[config.mk]
export PLATFORM = sky130hd
export DESIGN_NAME = eip_bank
export DESIGN_NICKNAME = d
export VERILOG_FILES = /design/src/hdl/eip_pkg.sv /design/src/hdl/eip_arb_if.sv /design/src/hdl/eip_bank.sv /design/src/hdl/eip_arbiter.sv
export VERILOG_INCLUDE_DIRS = /design/src /design/src/hdl
export SDC_FILE = /design/constraint.sdc
export NUM_CORES = 1
export LEC_CHECK = 0
export BUFFER_PORTS_ARGS = -buffer_cell sky130_fd_sc_hd__buf_4
export CAP_MARGIN = 15
export CORE_MARGIN = 3
export CORE_UTILIZATION = 36
export CTS_CLUSTER_DIAMETER = 150
export DETAILED_ROUTE_END_ITERATION = 10
export HOLD_SLACK_MARGIN = 0.1
export PLACE_DENSITY = 0.65
export SLEW_MARGIN = 0
export SYNTH_ARGS = -nofsm -noshare
export SYNTH_HDL_FRONTEND = slang
export SYNTH_SLANG_ARGS = --single-unit
[constraint.sdc]
create_clock -name ref_clk_i -period 3.1 [get_ports ref_clk_i]
set_clock_uncertainty 0.2 [all_clocks]
set_input_delay 0.465 -clock ref_clk_i [delete_from_list [all_inputs] [get_ports ref_clk_i]]
set_output_delay 0.465 -clock ref_clk_i [all_outputs]
set_load 0.1 [all_outputs]
[src/hdl/eip_regs.svh]
`ifndef EIP_REGS_SVH
`define EIP_REGS_SVH

// register decode
`define EIP_PRIO_ADDR      8'hCE
`define EIP_PRIO_PAGE      8'h0F
`define EIP_PRIO_RESET     8'h00
`define EIP_READ_IDLE      8'h00

// bit positions inside the priority register
`define EIP_BIT_TWOWIRE    0
`define EIP_BIT_PIN_MATCH  1
`define EIP_BIT_WINDOW     2
`define EIP_BIT_CONV_DONE  3
`define EIP_BIT_CNT_ARRAY  4
`define EIP_BIT_COMPARATOR 5
`define EIP_BIT_RESERVED   6
`define EIP_BIT_TIMER3     7

// source vector shape
`define EIP_NSRC           8
`define EIP_IDX_W          3
`define EIP_IDX_NONE       3'h0
`define EIP_LIVE_MASK      8'hBF

`endif

[src/hdl/eip_pkg.sv]
package eip_pkg;

  // nesting state of the interrupt sequencer, one-hot
  typedef enum logic [3:0] {
    eip_st_idle = 4'b0001,
    eip_st_low  = 4'b0010,
    eip_st_high = 4'b0100,
    eip_st_nest = 4'b1000
  } eip_nest_t;

  typedef logic [7:0] eip_byte_t;
  typedef logic [2:0] eip_idx_t;

endpackage : eip_pkg

[src/hdl/eip_arb_if.sv]
`timescale 1ns/1ps
`default_nettype none

// carries masked requests and levels to the arbiter and its choice back
interface eip_arb_if;
  logic [7:0] pend;
  logic [7:0] lvl;
  logic       allow_high;
  logic       allow_low;
  logic       req;
  logic       high;
  logic [2:0] idx;

  modport bank (output pend, output lvl, output allow_high, output allow_low,
                input req, input high, input idx);
  modport arb  (input pend, input lvl, input allow_high, input allow_low,
                output req, output high, output idx);
endinterface : eip_arb_if

`default_nettype wire

[src/hdl/eip_bank.sv]
// Overview of operation
// - Bit 7 puts the timer 3 interrupt at low level when 0 and high level when 1.
// - Bit 5 sets the level of the analog comparator interrupt, rising and falling causes alike.
// - Bit 4 sets the level of the counter array interrupt, 0 low and 1 high.
// - Bit 3 sets the level of the converter conversion-done interrupt, 0 low and 1 high.
// - Bit 2 sets the level of the converter window-compare interrupt, 0 low and 1 high.
// - Bit 1 sets the level of the pin match interrupt, 0 low and 1 high.
// - Bit 0 sets the level of the two-wire bus interrupt, 0 low and 1 high.
// - The register answers at address 0xCE only while page F is selected.
`timescale 1ns/1ps
`default_nettype none
`include "eip_regs.svh"

module eip_bank
  import eip_pkg::*;
(
  // clock and reset
  input  wire logic       ref_clk_i,
  input  wire logic       reset_n_i,
  // special function register bus from the core
  input  wire logic [7:0] sfr_addr_i,
  input  wire logic [7:0] sfr_page_i,
  input  wire logic       sfr_wr_i,
  input  wire logic       sfr_rd_i,
  input  wire logic [7:0] sfr_wdata_i,
  output logic      [7:0] sfr_rdata_o,
  output logic            sfr_hit_o,
  // interrupt sources and their enables
  input  wire logic [7:0] src_flag_i,
  input  wire logic [7:0] src_enable_i,
  input  wire logic       global_enable_i,
  // handshake with the core interrupt sequencer
  input  wire logic       irq_ack_i,
  input  wire logic       irq_return_i,
  output logic            irq_req_o,
  output logic            irq_high_o,
  output logic      [2:0] irq_idx_o,
  // per source level selects and nesting state
  output logic      [7:0] level_select_o,
  output logic            low_active_o,
  output logic            high_active_o
);

  // register storage and bus decode
  eip_byte_t prio_ff;
  eip_byte_t rdata_ff;
  logic      hit;
  logic      wr_hit;
  logic      rd_hit;

  // named level selects, one per source
  logic timer3_level_select;
  logic comparator_level_select;
  logic counter_array_level_select;
  logic conv_done_level_select;
  logic window_compare_level_select;
  logic pin_match_level_select;
  logic twowire_level_select;

  // nesting state and offered request
  eip_nest_t nest_ff;
  eip_nest_t nxt_nest;
  logic      req_ff;
  logic      high_ff;
  eip_idx_t  idx_ff;
  logic      take;

  // bundle that carries candidates to the arbiter and its choice back
  eip_arb_if ai ();

  // the register only exists on page F; other pages see the address as foreign
  // the decode is combinational so a strobe is taken on the very edge it is sampled;
  // the core holds address and page steady for the whole strobe cycle, so no
  // glitch on hit can reach a flop
  assign hit    = (sfr_addr_i == `EIP_PRIO_ADDR) && (sfr_page_i == `EIP_PRIO_PAGE);
  assign wr_hit = sfr_wr_i && hit;
  assign rd_hit = sfr_rd_i && hit;
  assign sfr_hit_o = hit;

  // priority register; bit 6 is stored as written, software keeps it zero
  // storing the reserved bit costs one flop but keeps read-back honest if code
  // ever breaks the write-zero convention; the bit still drives no source
  always_ff @(posedge ref_clk_i) begin
    if (!reset_n_i) begin
      prio_ff <= `EIP_PRIO_RESET;
    end else if (wr_hit) begin
      prio_ff <= sfr_wdata_i;
    end
  end

  // read data is held until the next read; a foreign read returns zero
  // a read and a write in the same cycle return the old contents, since the
  // read flop samples the register before the write lands
  always_ff @(posedge ref_clk_i) begin
    if (!reset_n_i) begin
      rdata_ff <= `EIP_READ_IDLE;
    end else if (rd_hit) begin
      rdata_ff <= prio_ff;
    end else if (sfr_rd_i) begin
      rdata_ff <= `EIP_READ_IDLE;
    end
  end

  assign sfr_rdata_o = rdata_ff;

  // break the register out into its per source level selects
  // these named wires and the level rebuild below are the only places the bit positions are bound to sources
  assign timer3_level_select         = prio_ff[`EIP_BIT_TIMER3];
  assign comparator_level_select     = prio_ff[`EIP_BIT_COMPARATOR];
  assign counter_array_level_select  = prio_ff[`EIP_BIT_CNT_ARRAY];
  assign conv_done_level_select      = prio_ff[`EIP_BIT_CONV_DONE];
  assign window_compare_level_select = prio_ff[`EIP_BIT_WINDOW];
  assign pin_match_level_select      = prio_ff[`EIP_BIT_PIN_MATCH];
  assign twowire_level_select        = prio_ff[`EIP_BIT_TWOWIRE];

  // rebuild the level vector; the reserved slot never carries a source
  // forcing the reserved slot low means a stray one there can never make the
  // arbiter treat an empty slot as a high level candidate
  always_comb begin
    ai.lvl                      = `EIP_PRIO_RESET;
    ai.lvl[`EIP_BIT_TIMER3]     = timer3_level_select;
    ai.lvl[`EIP_BIT_COMPARATOR] = comparator_level_select;
    ai.lvl[`EIP_BIT_CNT_ARRAY]  = counter_array_level_select;
    ai.lvl[`EIP_BIT_CONV_DONE]  = conv_done_level_select;
    ai.lvl[`EIP_BIT_WINDOW]     = window_compare_level_select;
    ai.lvl[`EIP_BIT_PIN_MATCH]  = pin_match_level_select;
    ai.lvl[`EIP_BIT_TWOWIRE]    = twowire_level_select;
  end

  assign level_select_o = ai.lvl;

  // a source competes only while flagged, enabled and globally allowed
  // flags are owned by the sources and cleared by software; this block only
  // reads them, so a flag left set keeps competing after its handler returns
  assign ai.pend = global_enable_i ? (src_flag_i & src_enable_i & `EIP_LIVE_MASK) : `EIP_READ_IDLE;

  // high may enter unless a high handler runs; low only when nothing runs
  // a second high request waits for the running high handler to return, it
  // never nests on top of it
  assign ai.allow_high = (nest_ff == eip_st_idle) || (nest_ff == eip_st_low);
  assign ai.allow_low  = (nest_ff == eip_st_idle);

  // arbiter picks the winner among the live candidates
  eip_arbiter u_arbiter (
    .ai (ai)
  );

  // the choice is registered so the core sees stable index and level;
  // costs one cycle of latency after a flag rises
  always_ff @(posedge ref_clk_i) begin
    if (!reset_n_i) begin
      req_ff  <= 1'b0;
      high_ff <= 1'b0;
      idx_ff  <= `EIP_IDX_NONE;
    end else if (take) begin
      req_ff  <= 1'b0; // withdraw for one cycle so a stale choice is never taken twice
      high_ff <= 1'b0;
      idx_ff  <= `EIP_IDX_NONE;
    end else begin
      req_ff  <= ai.req;
      high_ff <= ai.high;
      idx_ff  <= ai.idx;
    end
  end

  // an ack only counts while an offer stands; a stray ack is ignored
  assign take       = irq_ack_i && req_ff;
  assign irq_req_o  = req_ff;
  assign irq_high_o = high_ff;
  assign irq_idx_o  = idx_ff;

  // nesting tracker: an ack enters a handler, a return leaves the innermost
  // only two levels exist, so the nest state is enough to remember that a low
  // handler sits underneath the running high one; a return from nest resumes it
  always_comb begin
    nxt_nest = nest_ff;
    case (nest_ff)
      eip_st_idle: begin
        if (take) begin
          nxt_nest = high_ff ? eip_st_high : eip_st_low;
        end
      end
      eip_st_low: begin
        if (take && high_ff) begin
          nxt_nest = eip_st_nest;
        end else if (irq_return_i) begin
          nxt_nest = eip_st_idle;
        end
      end
      eip_st_high: begin
        if (irq_return_i) begin
          nxt_nest = eip_st_idle;
        end
      end
      eip_st_nest: begin
        if (irq_return_i) begin // back to the preempted low handler
          nxt_nest = eip_st_low;
        end
      end
      default: begin
        nxt_nest = eip_st_idle;
      end
    endcase
  end

  // state register of the nesting tracker
  always_ff @(posedge ref_clk_i) begin
    if (!reset_n_i) begin
      nest_ff <= eip_st_idle;
    end else begin
      nest_ff <= nxt_nest;
    end
  end

  // nesting state seen by the core
  // low stays reported while preempted so the core knows a low handler is
  // still open underneath
  assign low_active_o  = (nest_ff == eip_st_low) || (nest_ff == eip_st_nest);
  assign high_active_o = (nest_ff == eip_st_high) || (nest_ff == eip_st_nest);

endmodule : eip_bank

`default_nettype wire

[src/hdl/eip_arbiter.sv]
`timescale 1ns/1ps
`default_nettype none
`include "eip_regs.svh"

module eip_arbiter
  import eip_pkg::*;
(
  // request and level vectors from the bank
  eip_arb_if.arb ai
);

  logic [`EIP_NSRC-1:0] hi_cand;
  logic [`EIP_NSRC-1:0] lo_cand;

  // split every live source into a high or a low candidate
  genvar g;
  generate
    for (g = 0; g < `EIP_NSRC; g++) begin : g_split
      assign hi_cand[g] = ai.pend[g] & ai.lvl[g];
      assign lo_cand[g] = ai.pend[g] & ~ai.lvl[g];
    end
  endgenerate

  // high level wins over low; inside a level the lowest bit wins
  always_comb begin
    ai.req  = 1'b0;
    ai.high = 1'b0;
    ai.idx  = `EIP_IDX_NONE;
    if (ai.allow_high && (|hi_cand)) begin
      ai.req  = 1'b1;
      ai.high = 1'b1;
      for (int i = `EIP_NSRC - 1; i >= 0; i--) begin
        if (hi_cand[i]) begin
          ai.idx = eip_idx_t'(i);
        end
      end
    end else if (ai.allow_low && (|lo_cand)) begin
      ai.req = 1'b1;
      for (int i = `EIP_NSRC - 1; i >= 0; i--) begin
        if (lo_cand[i]) begin
          ai.idx = eip_idx_t'(i);
        end
      end
    end
  end

endmodule : eip_arbiter

`default_nettype wire

== Word level (Yosys, flattened, before mapping) ==
Index checks and enable logic that the tools add are counted.

* Div/mod/pow operators: 0
* Reduce and logical (&&, ||, !) cells: 15
* Shift-type cells: 0
* Bitwise operators: 23
* Equal/unequal tests: 8
* Magnitude comparators: 0
* Multiply operators: 0
* Muxes and demuxes: 29
* $add $sub $neg: 0

{| class="wikitable"
|+ Operator list
! cell !! number
|-
| 3-bit two-way mux || 18
|-
| 8-bit two-way mux || 3
|-
| 4-bit two-way mux || 4
|-
| 4-bit case mux with 4 select lines || 1
|-
| 1-bit AND || 14
|-
| 8-bit AND || 1
|-
| 8-bit by 4-bit == test with 1-bit output (second input constant) || 1
|-
| 8-bit == test (second input constant) || 1
|-
| 1-bit inverter || 8
|-
| 8-bit OR reduction || 1
|-
| 1-bit logical AND || 7
|-
| 7-bit OR reduction || 1
|-
| 4-bit by 1-bit == test with 1-bit output (second input constant) || 1
|-
| 4-bit by 2-bit == test with 1-bit output (second input constant) || 1
|-
| 4-bit by 3-bit == test with 1-bit output (second input constant) || 1
|-
| 4-bit == test (second input constant) || 1
|-
| 2-bit != test (second input constant) || 2
|-
| 1-bit logical OR || 3
|-
| 1-bit two-way mux || 3
|-
| 2-bit AND reduction || 1
|-
| 2-bit nonzero test || 1
|-
| 2-bit OR reduction || 1
|}

* Latch bits: 0
* Register bits after elaboration: 25
* ROM bits: 0
* Output and inout bits: 24
* Memory bits (writable): 0
* Memories kept: 0

== Longest topological paths before layout ==
* Depth in word-level cells: 13
* Gate-level depth with buffers: 6
* Mapped depth without buffers: 5

== Hierarchy ==
Synthesis repeated with hierarchy kept, for this count alone.

* Cell total of the unflattened synthesis: 192
* Area total of the unflattened synthesis: 1592.8 µm²

{| class="wikitable"
|+ By module, submodules not included
! module !! area each (µm²) !! instances !! seq. area each (µm²) !! cells each
|-
| eip_bank || 1285.0 || 1 || 500.5 || 145
|-
| eip_arbiter || 307.8 || 1 || 0.0 || 47
|}

== Worst setup path after synthesis ==
No wires, ideal clock.

* Path kind: reg-to-reg
* Start point: register nest_ff[3]
* End point: register nest_ff[0]
* Stages on the path, launching flop included: 6
* Path slack: -0.640 ns
* Period minus slack after synthesis: 3.740 ns
* Data arrival time: 3.423 ns
* Required time: 2.783 ns
* Path through: dfxtp_1 -> clkbuf_1 -> xnor2_1 -> nor3_1 -> o211ai_1 -> a31o_2

* Longest elaborated chain between the ends: 3

{| class="wikitable"
|+ RTL lines
! element !! line !! text
|-
| start: declaration || eip_bank.sv:61 || <nowiki>eip_nest_t nest_ff;</nowiki>
|-
| start signal: assignment || eip_bank.sv:209 || <nowiki>nest_ff <= eip_st_idle;</nowiki>
|-
| start signal: assignment || eip_bank.sv:211 || <nowiki>nest_ff <= nxt_nest;</nowiki>
|-
| 4-bit by 1-bit == test with 1-bit output or 4-bit == test (tied branches) || eip_bank.sv:177 || <nowiki>case (nest_ff)</nowiki>
|-
| 2-bit != test (no source line) || - ||
|-
| 2-bit AND reduction (no source line) || - ||
|}

Parallel ways exist; a longest one is shown, timed or not.
A chain may end at the register's enable or synchronous reset.

== Worst setup path in the final report ==
* Start point: input port sfr_page_i[5]
* End point: output port sfr_hit_o

* Longest elaborated chain between the ends: 2

{| class="wikitable"
|+ RTL lines
! element !! line !! text
|-
| start: declaration || eip_bank.sv:22 || <nowiki>input wire logic [7:0] sfr_page_i,</nowiki>
|-
| 8-bit by 4-bit == test with 1-bit output (no source line) || - ||
|-
| 1-bit logical AND || eip_bank.sv:75 || <nowiki>assign hit = (sfr_addr_i == `EIP_PRIO_ADDR) && (sfr_page_i == `EIP_PRIO_PAGE);</nowiki>
|-
| end: declaration || eip_bank.sv:27 || <nowiki>output logic sfr_hit_o,</nowiki>
|}

Every way passes these cells.

==> impl_summary.md <==
Outcome
The flow ran to the end, and the final reports show no timing, DRC or antenna violations.

Floorplanning
The site row count is 22. The area of the core region is 0.00374 mm2. Once the floorplan was initialized, standard cells occupied 37.9% of the core. The floorplan die width is 68.8 um.

The overall die area is 0.00473 mm2. The number of placed I/O pins is 71. Measured along the y axis, the die boundary spans 68.8 um.

Final layout
The number of antenna repair diodes is 0. For this run, the post-layout net count is 274. From synthesis to final layout, the design area changed by 36.3%.

The total of fill cells in the finished design is 381. The area of the multi-input gates is between 700 and 800 um2. The register area is 500 um2. The post-route netlist has 34.1% of its cells at a drive strength greater than 1.

Setup path
The flop-to-flop setup slack is 1.04 ns. The category of cells accounting for the largest share of critical-path delay is simple AND/OR/NAND/NOR gates. Among the stages of the critical path, the cell type that occurs most often is buf_4. STA classifies the critical path startpoint as a primary input. The required time of the critical path is 2.43 ns. The path type of the worst setup path is primary input to output pin. The critical register-to-register path startpoint is nest_ff[1]. The number of buffers and inverters on the critical path is 2. STA classifies the critical path endpoint as an output pin. The count of cells along the worst register-to-register path is 5. For the worst setup path, the data arrival time is 1.72 ns.

The critical path goes through buf_4, or4b_4, nor4_4, buf_4. The largest single stage delay on the critical path is 0.53 ns. Of all nets on the critical path, the largest fanout is 2. The largest individual stage delay along the critical path comes from the cell or4b_4. The capture instance of the worst register-to-register path is irq_idx_o[0].

STA
The max-slew violation total from the final report is 0. The count of final hold-check violations is 0. The relative slew slack is 63.6%. The part of the cycle the worst path needs is 77.0%. Setup violations remaining at the end of the flow were counted as 0.

Setup repair after global routing left no endpoint under its margin. The measured slew at the worst slew-check pin is 0.541 ns. The worst path needs 2.39 ns of the cycle, external delays included. Derived from the worst setup path, the maximum achievable clock frequency is 419 MHz. Once routing completed, OpenROAD measured the worst setup slack at 0.712 ns. Adding up every negative setup slack in the final design gives 0 ns.

Clock tree
For this design, the sink count on the clock tree is 25. The number of buffers between clock root and the deepest sink is 2. The cell sitting at the root of the clock tree is a clkbuf_8.

Clock latency on the worst-skew pair, taken at its later pin, is around 0.26 ns. The number of buffers added by the clock tree synthesis step is 3. CTS built an H-tree with a depth of 1. The number of setup buffers added after CTS is 0. The number of buffers added to fix hold violations after cts is 0. Clock-pin slew was measured on the worst setup and hold paths at 0.09 ns. The CTS tree is yes. Once the clock tree was built, the resizer swapped 0 gates to a different size.

Routing
The average routed wire per standard cell is about 14 um. The count of antenna-violating nets left after detailed routing is 0. After detailed routing, the total wire length is 3760 um. The detailed-router iteration count before antenna repair is 4.

The via density per instance is 5.16. The remaining design rule violation count is 0. The iteration-0 DRC count of the detailed router is 82.

The overall via count from detail_route is roughly 1400.

Synth
The fraction of registers with async set/reset is 0%. The average cell area after synthesis is 8.30 um2. The top cell type by area accounts for 35.3% of the synthesized area. The count of flip-flops with a built-in enable after synthesis is 0. By area the synthesized netlist is led by dfxtp_1 (35%), nand3_1 (6.7%), nand4b_1 (5.6%). Sorting the synthesized cells by how often they occur yields dfxtp_1 (25), nand3_1 (19), nand2_1 (18). The most instantiated library cell after synthesis is dfxtp_1. For this run, the number of Yosys warnings is 0. The register bit count reported by yosys is 25. The mapped netlist covers ~0.0014 mm2. The share of the yosys chip area belonging to registers is between 30% and 40%. For this run, the leading register cell type out of synthesis is dfxtp_1. The distinct cell type count of the synthesized netlist is 38.

The number of nets handed over by synthesis was roughly 220. The largest total area in the synthesized netlist belongs to dfxtp_1. Synthesis handed over a netlist of 171 instances.

Power and ir drop
Net switching is 34.4% of the power. Cell internal power was estimated by the tool at 528 uW. Per report_power, the sequential group accounts for 44.9% of the total.

The worst IR drop on VDD is 174 uV. The switching power total is 277 uW. The clock network accounts for a little under a quarter of the total power. The leakage dissipation is 0.858 nW.

In this run the power density over the cells is 416 mW/mm2. The combinational group share of total power is 31.3%.

Placement
The placed wire-length estimate is 3000 um. The final weighted congestion of routability-driven global placement is just over 0.8. At the placement stage, the worst setup path has a slack of 0.699 ns. In this run the tool buffered the top-level ports with 67 buffer cells.

Worst hold path
The worst hold path belongs to the class primary input to flop. The endpoint of the worst hold-timing path is prio_ff[6]. The worst hold path begins at sfr_wdata_i[6].

The worst hold path was traced through 3 stages.

GRT
The first global-routing pass estimated 5990 um of wire. The initial antenna violation count is 0. The number of global-route vias before repair is roughly 1300. The aggregate global-route resource usage is 16.8%. Global routing finished with a remaining overflow of 0.

The largest net degree at the start of global routing is 22.

Flow run
Max-cap violations in this run came to 0.
[flip-flops by register name (all words and copies together), names as in the netlist]
register,count
irq_idx_o,3
irq_req_o,1
nest_ff,4
irq_high_o,1
sfr_rdata_o,8
prio_ff,8
[cell families after synthesis]
group	count (synthesis)	synth area share, %
and+or+nand+nor	81	33.8
buffers and inverters	24	9.35
xor gates and xnor gates	2	1.23
other	1	0.264
DFF	25	35.3
AOI/OAI and AO/OA	37	19.4
muxes	1	0.705
[tightest hold or removal path: stages]
cell and delay (ns):
buf_4 0.11, nand3_1 0.05, a21boi_1 0.05
[power groups by stage]
stage	clock [mW]	sequential, mW	combinational, mW
CTS	0.196	0.361	0.253
detailed placement	0	0.369	0.253
global route	0.212	0.366	0.276
global placement	0	0.368	0.249
floorplan	0	0.400	0.143
finish	0.191	0.361	0.252
[how the worst max path moves through the flow]
stage / startpoint / depth (start not counted) / end
final: sfr_page_i[5] / 4 / sfr_hit_o
after global routing: sfr_page_i[5] / 4 / sfr_hit_o
after CTS: sfr_page_i[5] / 4 / sfr_hit_o
after detailed placement: sfr_page_i[5] / 4 / sfr_hit_o
after global placement: sfr_page_i[5] / 4 / sfr_hit_o
after floorplan: nest_ff[3] / 3 / low_active_o
[layout make-up]
type                       instances  share of cell area [%]
tap                               48                    3.10
timing repair buffer              68                    26.4
clock buffer                       3                    2.13
clock inverter                     1                   0.259
multi-input combinational        122                    40.9
inverter                           7                    1.36
sequential                        25                    25.9
[metal layers]
layer / global-route usage, % / up-vias / routed length, um
met5: 0 / - / 0
met4: 4.38 / 0 / 35
met3: 2.92 / 4 / 173
met2: 27.3 / 32 / 1800
met1: 23.1 / 648 / 1750
li1: - / 730 / -
[placed cells by master, fill, tap and decap left out, types with 7 or more instances in the layout]
master / instances
a21boi_0: 9
a21boi_1: 10
buf_4: 68
dfxtp_1: 25
inv_1: 7
nand2_1: 18
nand2b_1: 10
nand3_1: 19
nand4_1: 9
nand4b_1: 9
[through the flow]
stage	hold slack, ns	utilization (%)	total power [mW]	area, um2	std cells
floorplan	0.243	-	0.543	1420	171
global placement	0.258	50.4	0.617	1890	270
detailed placement	0.258	50.4	0.621	1890	270
CTS	0.251	51.7	0.811	1930	274
global route	0.256	51.7	0.855	1930	274
finish	0.250	51.7	0.805	1930	274
Note: power is estimated with default switching activity, not from simulation.
